### src/rtl/noc_pkg.sv
// package of the numerically controlled oscillator: register map, field layout, reset values
// assumes a wishbone slave with 32-bit words, 8-bit registers in the low byte
package noc_pkg;

  //////////////////////////////////////////////////////////////////////////////
  // register byte offsets
  localparam logic [7:0] OFF_CONTROL = 8'h00;
  localparam logic [7:0] OFF_CLOCK_WIDTH = 8'h04;
  localparam logic [7:0] OFF_ACCUM_LOW = 8'h08;
  localparam logic [7:0] OFF_ACCUM_HIGH = 8'h0C;
  localparam logic [7:0] OFF_ACCUM_UPPER = 8'h10;
  localparam logic [7:0] OFF_STEP_LOW = 8'h14;
  localparam logic [7:0] OFF_STEP_HIGH = 8'h18;
  localparam logic [7:0] OFF_IRQ_CTRL = 8'h1C;
  localparam logic [7:0] OFF_ALT_PIN = 8'h20;

  //////////////////////////////////////////////////////////////////////////////
  // control register fields
  localparam int BIT_MODULE_ON = 7;
  localparam int BIT_PIN_DRIVE_ON = 6;
  localparam int BIT_OUTPUT_LEVEL = 5;
  localparam int BIT_INVERT_OUTPUT = 4;
  localparam int BIT_PULSE_MODE = 0;
  localparam logic [7:0] MASK_CONTROL_WR = 8'hD1;

  // clock and width register fields
  localparam int POS_WIDTH_SEL = 5;
  localparam int POS_CLOCK_SEL = 0;
  localparam logic [7:0] MASK_CLOCK_WIDTH = 8'hE3;

  // irq control register fields
  localparam int BIT_IRQ_FLAG = 0;
  localparam int BIT_IRQ_ENABLE = 1;
  localparam int BIT_IRQ_GROUP = 2;
  localparam int BIT_IRQ_GLOBAL = 3;
  localparam logic [7:0] MASK_IRQ_CTRL = 8'h0E;

  // alternate pin register field
  localparam int BIT_PIN_RELOCATE = 0;

  //////////////////////////////////////////////////////////////////////////////
  // sizes and reset values
  localparam int ACCUM_WIDTH = 20;
  localparam int STEP_WIDTH = 16;
  localparam logic [7:0] RESET_BYTE = 8'h00;
  localparam logic [7:0] RESET_STEP_LOW = 8'h01;
  localparam logic [7:0] RESET_STEP_HIGH = 8'h00;
  localparam logic [19:0] RESET_ACCUM = 20'h00000;
  localparam logic [7:0] RESET_PULSE_CNT = 8'h00;

  // oscillator clock source codes
  localparam logic [1:0] CLK_SRC_FAST_OSC = 2'b00;
  localparam logic [1:0] CLK_SRC_SYSTEM = 2'b01;
  localparam logic [1:0] CLK_SRC_LOGIC_CELL = 2'b10;
  localparam logic [1:0] CLK_SRC_PIN = 2'b11;

  // deferred step load after a low-byte write
  typedef enum logic [1:0] {
    LOAD_IDLE = 2'b00,
    LOAD_WAIT_LAST = 2'b01,
    LOAD_WAIT_FIRST = 2'b10
  } noc_load_state_type;

endpackage

### src/rtl/noc_top.sv
// numerically controlled oscillator: phase accumulator, output shaping, flags, wishbone registers
// assumes asynchronous clock sources arrive as plain levels and are slower than half of clk
//
// What this block does
// - accumulator carry sets the overflow flag
// - interrupt needs module, local, group, global enables
// - reset clears registers, step low bit0 one
// - oscillator logic runs from selected clock
// - fast oscillator kept on when selected, enabled
// - control bit7 enables the module
// - control bit6 drives output onto pin
// - control bit5 reads present output level
// - control bit4 inverts the output
// - control bit0 selects pulse or toggle mode
// - width field gives two to field periods
// - width applies only in pulse mode
// - clock field selects one of four sources
// - accumulator readable, writable as three bytes
// - unimplemented bits ignore writes, read zero
// - relocate bit picks default or alternate pin
// - each oscillator edge adds step to accumulator, skipped if an accumulator byte is written same cycle
// - toggle mode flips output on each overflow
// - pulse mode output active after overflow
// - low write loads step on second edge, at once while module disabled
//
// The Wishbone slave port and the register offsets were left to the implementer.
`timescale 1ns/1ns

module noc_top (
  input wire logic clk,
  input wire logic rst,
  input wire logic wb_cyc,
  input wire logic wb_stb,
  input wire logic wb_we,
  input wire logic [7:0] wb_adr,
  input wire logic [3:0] wb_sel,
  input wire logic [31:0] wb_dat_w,
  output logic [31:0] wb_dat_r,
  output logic wb_ack,
  input wire logic fast_osc_clk,
  input wire logic logic_cell1_output,
  input wire logic osc_clock_pin,
  output logic fast_osc_keep_on,
  output logic osc_out,
  output logic pin_default_out,
  output logic pin_default_oe_n,
  output logic pin_alt_out,
  output logic pin_alt_oe_n,
  output logic overflow_irq_event
);

  //////////////////////////////////////////////////////////////////////////////
  // helpers
  function automatic logic noc_hit(input logic [7:0] adr, input logic [7:0] off);
    noc_hit = (adr[7:2] == off[7:2]);
  endfunction

  function automatic logic [7:0] noc_width(input logic [2:0] sel);
    noc_width = 8'h01 << sel;
  endfunction

  //////////////////////////////////////////////////////////////////////////////
  // state
  logic [7:0] control_reg;
  logic [7:0] clock_width_reg;
  logic [19:0] accum_reg;
  logic [7:0] step_low_reg;
  logic [7:0] step_high_reg;
  logic [15:0] step_work_reg;
  logic irq_flag_reg;
  logic [2:0] irq_en_reg;
  logic relocate_reg;
  logic [2:0] sync1_reg;
  logic [2:0] sync2_reg;
  logic sel_prev_reg;
  logic raw_reg;
  logic [7:0] pulse_cnt_reg;
  noc_pkg::noc_load_state_type load_reg;
  logic [31:0] wb_dat_r_reg;
  logic wb_ack_reg;
  logic osc_out_reg;
  logic pin_default_out_reg;
  logic pin_default_oe_n_reg;
  logic pin_alt_out_reg;
  logic pin_alt_oe_n_reg;
  logic irq_event_reg;
  logic keep_on_reg;

  //////////////////////////////////////////////////////////////////////////////
  // bus decode
  wire bus_req = wb_cyc && wb_stb && !wb_ack_reg;
  wire bus_wr = bus_req && wb_we && wb_sel[0];
  wire [7:0] wdat = wb_dat_w[7:0];
  wire wr_control = bus_wr && noc_hit(wb_adr, noc_pkg::OFF_CONTROL);
  wire wr_clock = bus_wr && noc_hit(wb_adr, noc_pkg::OFF_CLOCK_WIDTH);
  wire wr_acc_l = bus_wr && noc_hit(wb_adr, noc_pkg::OFF_ACCUM_LOW);
  wire wr_acc_h = bus_wr && noc_hit(wb_adr, noc_pkg::OFF_ACCUM_HIGH);
  wire wr_acc_u = bus_wr && noc_hit(wb_adr, noc_pkg::OFF_ACCUM_UPPER);
  wire wr_step_l = bus_wr && noc_hit(wb_adr, noc_pkg::OFF_STEP_LOW);
  wire wr_step_h = bus_wr && noc_hit(wb_adr, noc_pkg::OFF_STEP_HIGH);
  wire wr_irq = bus_wr && noc_hit(wb_adr, noc_pkg::OFF_IRQ_CTRL);
  wire wr_alt = bus_wr && noc_hit(wb_adr, noc_pkg::OFF_ALT_PIN);
  wire wr_acc = wr_acc_l || wr_acc_h || wr_acc_u;

  // decoded fields
  wire module_on = control_reg[noc_pkg::BIT_MODULE_ON];
  wire pulse_mode = control_reg[noc_pkg::BIT_PULSE_MODE];
  wire invert = control_reg[noc_pkg::BIT_INVERT_OUTPUT];
  wire pin_drive = control_reg[noc_pkg::BIT_PIN_DRIVE_ON];
  wire [2:0] width_sel = clock_width_reg[noc_pkg::POS_WIDTH_SEL +: 3];
  wire [1:0] clock_sel = clock_width_reg[noc_pkg::POS_CLOCK_SEL +: 2];

  //////////////////////////////////////////////////////////////////////////////
  // clock source select and edge detect, second sync stage only
  wire sel_level = (clock_sel == noc_pkg::CLK_SRC_FAST_OSC) ? sync2_reg[0] :
                   (clock_sel == noc_pkg::CLK_SRC_LOGIC_CELL) ? sync2_reg[1] : sync2_reg[2];
  wire osc_tick = (clock_sel == noc_pkg::CLK_SRC_SYSTEM) ? 1'b1 : (sel_level && !sel_prev_reg);

  //////////////////////////////////////////////////////////////////////////////
  // accumulator add and software byte writes
  wire [20:0] accum_sum = {1'b0, accum_reg} + {5'h00, step_work_reg};
  wire add_now = osc_tick && module_on && !wr_acc;
  wire carry_evt = add_now && accum_sum[20];
  wire [19:0] accum_next = wr_acc_l ? {accum_reg[19:8], wdat} :
                           wr_acc_h ? {accum_reg[19:16], wdat, accum_reg[7:0]} :
                           wr_acc_u ? {wdat[3:0], accum_reg[15:0]} :
                           add_now ? accum_sum[19:0] : accum_reg;

  //////////////////////////////////////////////////////////////////////////////
  // step buffers and deferred working load
  wire [7:0] step_low_next = wr_step_l ? wdat : step_low_reg;
  wire [7:0] step_high_next = wr_step_h ? wdat : step_high_reg;
  wire load_due = osc_tick && (load_reg == noc_pkg::LOAD_WAIT_LAST);
  wire [15:0] step_work_next = (!module_on || load_due) ? {step_high_next, step_low_next} : step_work_reg;
  noc_pkg::noc_load_state_type load_next;
  always_comb begin
    load_next = load_reg;
    case (load_reg)
      noc_pkg::LOAD_IDLE: begin
        if (wr_step_l && module_on) begin
          load_next = noc_pkg::LOAD_WAIT_FIRST;
        end
      end
      noc_pkg::LOAD_WAIT_FIRST: begin
        if (!module_on) begin
          load_next = noc_pkg::LOAD_IDLE;
        end else if (osc_tick) begin
          load_next = noc_pkg::LOAD_WAIT_LAST;
        end
      end
      noc_pkg::LOAD_WAIT_LAST: begin
        if (!module_on || osc_tick) begin
          load_next = noc_pkg::LOAD_IDLE;
        end
        if (wr_step_l && module_on) begin
          load_next = noc_pkg::LOAD_WAIT_FIRST;
        end
      end
      default: begin
        load_next = noc_pkg::LOAD_IDLE;
      end
    endcase
  end

  //////////////////////////////////////////////////////////////////////////////
  // output shaping: toggle or pulse of selected width
  // a carry during a running pulse restarts the count, so a width longer
  // than the overflow period keeps the output active; software must avoid it
  wire [7:0] pulse_cnt_next = (!module_on || !pulse_mode) ? noc_pkg::RESET_PULSE_CNT :
                              carry_evt ? noc_width(width_sel) :
                              (osc_tick && pulse_cnt_reg != 8'h00) ? pulse_cnt_reg - 8'h01 : pulse_cnt_reg;
  wire raw_next = !module_on ? 1'b0 :
                  pulse_mode ? (pulse_cnt_next != 8'h00) :
                  (raw_reg ^ carry_evt);
  wire level_next = raw_reg ^ invert;

  //////////////////////////////////////////////////////////////////////////////
  // flag and interrupt gating, set wins over the clear
  // the interrupt line is a level that follows the flag while every enable is set
  wire flag_next = carry_evt || (wr_irq ? (irq_flag_reg && wdat[noc_pkg::BIT_IRQ_FLAG]) : irq_flag_reg);
  wire irq_next = irq_flag_reg && module_on && (irq_en_reg == 3'h7);

  //////////////////////////////////////////////////////////////////////////////
  // read mux, unimplemented bits zero
  wire [7:0] rd_control = {control_reg[7:6], osc_out_reg, control_reg[4], 3'h0, control_reg[0]};
  wire [7:0] rd_irq = {4'h0, irq_en_reg, irq_flag_reg};
  wire [7:0] rd_byte = noc_hit(wb_adr, noc_pkg::OFF_CONTROL) ? rd_control :
                       noc_hit(wb_adr, noc_pkg::OFF_CLOCK_WIDTH) ? clock_width_reg :
                       noc_hit(wb_adr, noc_pkg::OFF_ACCUM_LOW) ? accum_reg[7:0] :
                       noc_hit(wb_adr, noc_pkg::OFF_ACCUM_HIGH) ? accum_reg[15:8] :
                       noc_hit(wb_adr, noc_pkg::OFF_ACCUM_UPPER) ? {4'h0, accum_reg[19:16]} :
                       noc_hit(wb_adr, noc_pkg::OFF_STEP_LOW) ? step_low_reg :
                       noc_hit(wb_adr, noc_pkg::OFF_STEP_HIGH) ? step_high_reg :
                       noc_hit(wb_adr, noc_pkg::OFF_IRQ_CTRL) ? rd_irq :
                       noc_hit(wb_adr, noc_pkg::OFF_ALT_PIN) ? {7'h00, relocate_reg} : 8'h00;
  wire [31:0] rd_next = (bus_req && !wb_we) ? {24'h000000, rd_byte} : 32'h00000000;

  // pin routing
  wire drive_default = pin_drive && !relocate_reg;
  wire drive_alt = pin_drive && relocate_reg;

  //////////////////////////////////////////////////////////////////////////////
  // software registers
  always_ff @(posedge clk or posedge rst) begin
    if (rst) begin
      control_reg <= noc_pkg::RESET_BYTE;
      clock_width_reg <= noc_pkg::RESET_BYTE;
      step_low_reg <= noc_pkg::RESET_STEP_LOW;
      step_high_reg <= noc_pkg::RESET_STEP_HIGH;
      irq_en_reg <= 3'h0;
      relocate_reg <= 1'b0;
    end else begin
      if (wr_control) begin
        control_reg <= wdat & noc_pkg::MASK_CONTROL_WR;
      end
      if (wr_clock) begin
        clock_width_reg <= wdat & noc_pkg::MASK_CLOCK_WIDTH;
      end
      step_low_reg <= step_low_next;
      step_high_reg <= step_high_next;
      if (wr_irq) begin
        irq_en_reg <= wdat[noc_pkg::BIT_IRQ_GLOBAL:noc_pkg::BIT_IRQ_ENABLE];
      end
      if (wr_alt) begin
        relocate_reg <= wdat[noc_pkg::BIT_PIN_RELOCATE];
      end
    end
  end

  // oscillator core state
  always_ff @(posedge clk or posedge rst) begin
    if (rst) begin
      accum_reg <= noc_pkg::RESET_ACCUM;
      step_work_reg <= {noc_pkg::RESET_STEP_HIGH, noc_pkg::RESET_STEP_LOW};
      load_reg <= noc_pkg::LOAD_IDLE;
      raw_reg <= 1'b0;
      pulse_cnt_reg <= noc_pkg::RESET_PULSE_CNT;
      irq_flag_reg <= 1'b0;
    end else begin
      accum_reg <= accum_next;
      step_work_reg <= step_work_next;
      load_reg <= load_next;
      raw_reg <= raw_next;
      pulse_cnt_reg <= pulse_cnt_next;
      irq_flag_reg <= flag_next;
    end
  end

  // synchronisers for asynchronous clock sources
  // only the second stage is read, so a metastable first stage never reaches the edge detector
  always_ff @(posedge clk or posedge rst) begin
    if (rst) begin
      sync1_reg <= 3'h0;
      sync2_reg <= 3'h0;
      sel_prev_reg <= 1'b0;
    end else begin
      sync1_reg <= {osc_clock_pin, logic_cell1_output, fast_osc_clk};
      sync2_reg <= sync1_reg;
      sel_prev_reg <= sel_level;
    end
  end

  // registered outputs
  always_ff @(posedge clk or posedge rst) begin
    if (rst) begin
      wb_dat_r_reg <= 32'h00000000;
      wb_ack_reg <= 1'b0;
      osc_out_reg <= 1'b0;
      pin_default_out_reg <= 1'b0;
      pin_default_oe_n_reg <= 1'b1;
      pin_alt_out_reg <= 1'b0;
      pin_alt_oe_n_reg <= 1'b1;
      irq_event_reg <= 1'b0;
      keep_on_reg <= 1'b0;
    end else begin
      wb_dat_r_reg <= rd_next;
      wb_ack_reg <= bus_req;
      osc_out_reg <= level_next;
      pin_default_out_reg <= level_next;
      pin_default_oe_n_reg <= !drive_default;
      pin_alt_out_reg <= level_next;
      pin_alt_oe_n_reg <= !drive_alt;
      irq_event_reg <= irq_next;
      keep_on_reg <= module_on && (clock_sel == noc_pkg::CLK_SRC_FAST_OSC);
    end
  end

  assign wb_dat_r = wb_dat_r_reg;
  assign wb_ack = wb_ack_reg;
  assign osc_out = osc_out_reg;
  assign pin_default_out = pin_default_out_reg;
  assign pin_default_oe_n = pin_default_oe_n_reg;
  assign pin_alt_out = pin_alt_out_reg;
  assign pin_alt_oe_n = pin_alt_oe_n_reg;
  assign overflow_irq_event = irq_event_reg;
  assign fast_osc_keep_on = keep_on_reg;
endmodule

### config.mk
export PLATFORM = sky130hd
export DESIGN_NAME = noc_top
export DESIGN_NICKNAME = d
export VERILOG_FILES = /design/src/rtl/noc_pkg.sv /design/src/rtl/noc_top.sv
export SDC_FILE = /design/constraint.sdc
export NUM_CORES = 1
export LEC_CHECK = 0
export BUFFER_PORTS_ARGS = -buffer_cell sky130_fd_sc_hd__clkbuf_2
export CAP_MARGIN = 10
export CORE_MARGIN = 4
export CORE_UTILIZATION = 52
export CTS_CLUSTER_DIAMETER = 80
export CTS_CLUSTER_SIZE = 16
export DETAILED_ROUTE_END_ITERATION = 8
export PLACE_DENSITY_LB_ADDON = 0.05
export REMOVE_ABC_BUFFERS = 1
export SLEW_MARGIN = 0
export SYNTH_ARGS = -nofsm -noshare
export SYNTH_HDL_FRONTEND = slang
export SYNTH_SLANG_ARGS = --single-unit
### constraint.sdc
create_clock -name clk -period 2.85 [get_ports clk]
set_input_delay 0.285 -clock clk [delete_from_list [all_inputs] [get_ports clk]]
set_output_delay 0.285 -clock clk [all_outputs]
set_load 0.03 [all_outputs]
# Yosys cells after proc, flatten, opt, wreduce, memory -nomap -nowiden
# Index checks and enable logic that the tools add are counted.
[totals]
word_cells = 135
reg_bits = 98
latchBits = 0
rom_bits = 0
memories = 0
out_inout_bits = 40
ramBits = 0
inputBits = 52
[op_classes]
magnitude_cmp = 0
mul = 0
bitwise = 4
n_mux = 31
eq_ne = 19
shift = 1
addsub = 2
n_reduce_logical = 54
div = 0
[op_table]
columns = ["op", "count"]
rows = [
  ["$mux W8", 14],
  ["$mux W20", 2],
  ["$logic_and A1 B1 Y1", 27],
  ["$eq A6 B3 Y1 const B", 4],
  ["$add A20 B16 Y21", 1],
  ["$mux W16", 1],
  ["$reduce_bool A8 Y1", 2],
  ["$eq A6 B2 Y1 const B", 2],
  ["$reduce_and A3 Y1", 4],
  ["$mux W2", 5],
  ["$logic_not A1 Y1", 9],
  ["$ne A2 B2 Y1 const B", 4],
  ["$shl A1 B3 Y8 const A", 1],
  ["$sub A8 B1 Y8 const B", 1],
  ["$mux W1", 7],
  ["$eq A6 B1 Y1 const B", 1],
  ["$eq A6 B4 Y1 const B", 1],
  ["$logic_not A6 Y1", 1],
  ["$logic_or A1 B1 Y1", 6],
  ["$pmux W2 S3", 1],
  ["$reduce_bool A2 Y1", 3],
  ["$eq A2 B1 Y1 const B", 2],
  ["$eq A2 B2 Y1 const B", 2],
  ["$logic_not A2 Y1", 2],
  ["other kinds (6)", 8],
]

# Depth between registers and ports, before layout
[depth]
depth_word = 15
mapped_depth = 13
ltp_nobuf = 11

# Worst setup path after synthesis
# Ideal clock, no wire load.
[synth_path]
path_type = "flip-flop to flip-flop"
from = "reg step_work_reg[0]"
to = "reg raw_reg"
slack_ns = 0.167
setup_ns = 0.123
arrival_ns = 2.560
required_ns = 2.727
path_stages_with_launch = 13
cell_sequence = "dfstp_2 > ha_1 > inv_1 > fa_1 > nor2b_4 > o31a_1 > nor4b_4 > nor4_1 > o211a_1 > buf_6 > nand2b_1 > a21oi_2 > o221a_1"
[synth_via]
elab_chain_len = 7
word_cells_on_any_way = 8
[synth_lines]
columns = ["item", "line_no", "source"]
rows = [
  ["start, declared", "noc_top.sv:69", "logic [15:0] step_work_reg;"],
  ["start signal, assigned", "noc_top.sv:234", "step_work_reg <= {noc_pkg::RESET_STEP_HIGH, noc_pkg::RESET_STEP_LOW};"],
  ["start signal, assigned", "noc_top.sv:241", "step_work_reg <= step_work_next;"],
  ["$add A20 B16 Y21", "noc_top.sv:121", "wire [20:0] accum_sum = {1'b0, accum_reg} + {5'h00, step_work_reg};"],
  ["$logic_and A1 B1 Y1", "noc_top.sv:123", "wire carry_evt = add_now && accum_sum[20];"],
  ["$mux W8", "noc_top.sv:170", "carry_evt ? noc_width(width_sel) :"],
  ["$mux W8", "noc_top.sv:169", "wire [7:0] pulse_cnt_next = (!module_on || !pulse_mode) ? noc_pkg::RESET_PULSE_CNT :"],
  ["named net pulse_cnt_next[6]", "noc_top.sv:169", ""],
  ["$reduce_bool A8 Y1", "noc_top.sv:173", "pulse_mode ? (pulse_cnt_next != 8'h00) :"],
  ["$mux W1", "noc_top.sv:173", ""],
  ["$mux W1", "noc_top.sv:172", "wire raw_next = !module_on ? 1'b0 :"],
  ["named net raw_next", "noc_top.sv:172", ""],
  ["end signal, assigned", "noc_top.sv:243", "raw_reg <= raw_next;"],
  ["end, declared", "noc_top.sv:76", "logic raw_reg;"],
]
# The timed path passes the listed nets, and every way through them passes these cells.
# A chain may end at the register's enable or synchronous reset.

# Worst setup path after layout
[layout_path]
from = "reg accum_reg[0]"
to = "reg raw_reg"
[layout_via]
elab_chain_len = 7
word_cells_on_any_way = 8
[layout_lines]
columns = ["item", "line_no", "source"]
rows = [
  ["start, declared", "noc_top.sv:66", "logic [19:0] accum_reg;"],
  ["start signal, assigned", "noc_top.sv:233", "accum_reg <= noc_pkg::RESET_ACCUM;"],
  ["start signal, assigned", "noc_top.sv:240", "accum_reg <= accum_next;"],
  ["$add A20 B16 Y21 *", "noc_top.sv:121", ""],
  ["$logic_and A1 B1 Y1 *", "noc_top.sv:123", ""],
  ["$mux W8", "noc_top.sv:170", ""],
  ["$mux W8", "noc_top.sv:169", ""],
  ["$reduce_bool A8 Y1", "noc_top.sv:173", ""],
  ["$mux W1 *", "noc_top.sv:173", ""],
  ["$mux W1 *", "noc_top.sv:172", ""],
  ["named net raw_next", "noc_top.sv:172", ""],
]
# The timed path passes the listed nets; every way through them passes the cells marked *.

==> flow_summary.json <==
{
  "synth_area_leaders": "dfrtp_1 41%, mux2_2 6.4%, nand2_1 4.5%",
  "wirelength_um": 15000,
  "place_inst": 766,
  "htree_levels": 3,
  "hpwlAfterDp_um": 10900,
  "synthCells": 597,
  "pwr_density_cell_mw_per_mm2": 427,
  "setup_tns_ns": 0,
  "ys_warn_count": 0,
  "grt_pass1_wl_um": 24000,
  "fmax_ghz": 0.359,
  "dieArea_sq_mm": 0.0129,
  "finalCritPeriodShare_pct": 97.7,
  "drt_iter0_markers": 316,
  "numCtsBuffers": 9,
  "mostFrequentLayoutCells": "94 x dfrtp_1, 69 x nand2_1, 49 x nor2_1",
  "clk_pin_slew_ns": 0.10,
  "ir_drop_v": 0.000274,
  "final-max-slew-violation-count": 0,
  "status": "finished clean",
  "synth.area.mux_share_pct": 9.64,
  "wl_per_cell_um": 19.1,
  "synth_top_area_share_pct": 40.7,
  "die-height_um": 113,
  "stdcell_count": 788,
  "drtPass1Iterations": 5,
  "synth-seq-cells": 98,
  "area_delta_synth_final_pct": 10.0,
  "pre_cts_slack_ns": -0.131,
  "cts_root_buffer": "clkbuf_8",
  "worstHoldPathType": "in -> async",
  "synth_edf_count": 0,
  "drc": 0,
  "hold_violations": 0,
  "endpoint_kind": "flop",
  "n_fill_cell": 987,
  "r2r_setup_slack_ns": 0.07,
  "antenna_cells": 0,
  "synthAdderAreaFrac_pct": 4.25,
  "overflow": 0,
  "fin_skew_ns": 0.0111,
  "ios": 92,
  "ys_types": 71,
  "synth_top_family_by_area": "simple AND/OR/NAND/NOR gates",
  "largest_reg_flops": 20,
  "async_reset_ff_share_pct": 100,
  "cp_data_required_time_ns": 3.13,
  "std_cell_rows": 38,
  "synth_xor_area_share_pct": 2.43,
  "total_leakage_power_uw": 0.00299,
  "setup_viol": 0,
  "syn_area_sq_mm": 0.00578,
  "worst-endpoint-arrival_ns": 3.07,
  "synth_top_cell_by_area": "dfrtp_1",
  "die_w_um": 113,
  "max_cap_viol_count": 0,
  "fin_ws_ns": 0.0661,
  "vias": 4699,
  "synthSimpleGateAreaFrac_pct": 17.6,
  "grt_max_degree": 61,
  "fp.coreArea_sq_mm": 0.0108,
  "critPathKind": "reg -> reg",
  "worst_pin_slew_ns": 0.789,
  "layout_commonest_cell": "dfrtp_1",
  "final_cell_area_sq_mm": 0.00635,
  "synth_ff_type": "dfrtp_1",
  "slew_headroom_pct": 47.0,
  "syn_area_per_cell_sq_um": 9.67,
  "placed_area_sq_mm": 0.00608,
  "clkSinkCount": 98,
  "initial_core_util_pct": 53.3,
  "tritoncts": "done",
  "grt_usage_pct": 24.1,
  "viasPerCell": 5.96,
  "start_kind": "flop",
  "crit_fanout": 6,
  "synth_compound_area_share_pct": 17.2,
  "fin_nets": 714,
  "multi_input_area_sq_mm": 0.00308,
  "insertion_delay_ns": 0.39,
  "final-seq-area_sq_mm": 0.00246,
  "io_buffers": 38,
  "max-clock-path-buffers": 2,
  "gp_congestion": 0.899,
  "period_needed_ns": 2.78,
  "drive_above_1_share_pct": 21.5,
  "antenna_found_initial": 0,
  "ys_seq_area_share_pct": 42.5,
  "grt_pass1_vias": 4489,
  "ant_nets": 0
}
## per-stage QoR
step	util [%]	total power (uW)	hold slack, ns
final	58.6	2720	0.0258
after global routing	58.6	2820	0.104
after CTS	58.2	2730	0.0498
after detailed placement	56.1	1870	0.335
after global placement	56.1	1860	0.333
after floorplan	-	1740	0.316
## Yosys cell counts (4+ instances only)
| cell type | count |
|---|---|
| nand3_1 | 13 |
| a22oi_1 | 17 |
| nor2_1 | 49 |
| dfstp_2 | 4 |
| mux2_2 | 33 |
| nor3_1 | 14 |
| and2_1 | 5 |
| nand2b_1 | 13 |
| o21ai_1 | 11 |
| mux2_1 | 4 |
| ha_1 | 18 |
| a21oi_1 | 44 |
| a21o_1 | 8 |
| inv_1 | 11 |
| or3_1 | 4 |
| o21a_1 | 6 |
| nor2b_1 | 7 |
| xnor2_1 | 10 |
| a211oi_1 | 6 |
| o21ai_0 | 19 |
| clkbuf_1 | 17 |
| and3_1 | 4 |
| buf_4 | 27 |
| mux4_2 | 4 |
| xor2_1 | 6 |
| dfrtp_1 | 94 |
| mux2i_1 | 5 |
| nand2_1 | 69 |
| o22ai_1 | 7 |
## final timing paths
path | startpoint | to | cells after the start
max | accum_reg[0] | raw_reg | 12
min | rst | sync1_reg[1] | 2
max reg2reg | accum_reg[0] | raw_reg | 12
min reg2reg | sync1_reg[0] | sync2_reg[0] | 0
max in group asynchronous | rst | step_low_reg[0] | 3
min in group clk | wb_dat_w[4] | accum_reg[4] | 3
## what timing repair did
| item | CTS | global route |
|---|---|---|
| pin swaps | 1 | 7 |
| endpoints found under the setup margin | 8 | 8 |
| setup buffers | 1 | 2 |
| gates resized for setup | 3 | 7 |
| hold endpoints to repair | 3 | 0 |
| hold buffers | 3 | 0 |
## critical path, stage by stage, from the launching register on
cell	delay, ns
dfrtp_1	0.43
ha_4	0.18
inv_2	0.05
fa_2	0.23
nor2b_4	0.05
o31a_1	0.28
nor4b_4	0.33
nor4_2	0.08
buf_4	0.16
o211a_4	0.29
nor4b_4	0.23
a22oi_1	0.10
o221a_1	0.27
## kinds of logic after synthesis
| kind of cell | count (synthesis) |
|---|---|
| AO/OA/AOI/OAI | 151 |
| XOR/XNOR | 16 |
| buffers and inverters | 64 |
| multiplexers | 46 |
| other | 1 |
| adder cells (fa/ha/maj) | 19 |
| AND/OR/NAND/NOR | 202 |
| flip-flops | 98 |
## layer usage
layer	vias up	share of wire [%]	GRT usage, %
met4	0	3.3	11.0
met3	32	7.2	3.02
met5	-	0	0
met2	191	44	35.0
li1	2186	-	-
met1	2290	45	35.9
## power by group
part | total (uW) | switching [uW] | internal, uW
registers | 1480 | 43.2 | 1440
clock network | 866 | 519 | 347
logic | 368 | 238 | 131
## final cells by class
cell class / count / area share, %
sequential: 98 / 38.7
clock buffer: 11 / 2.22
timing repair buffer: 64 / 6.50
tap: 140 / 2.76
multi-input combinational: 458 / 48.5
inverter: 12 / 0.748
clock inverter: 5 / 0.610
No activity file was read; power rests on OpenSTA's default activity.
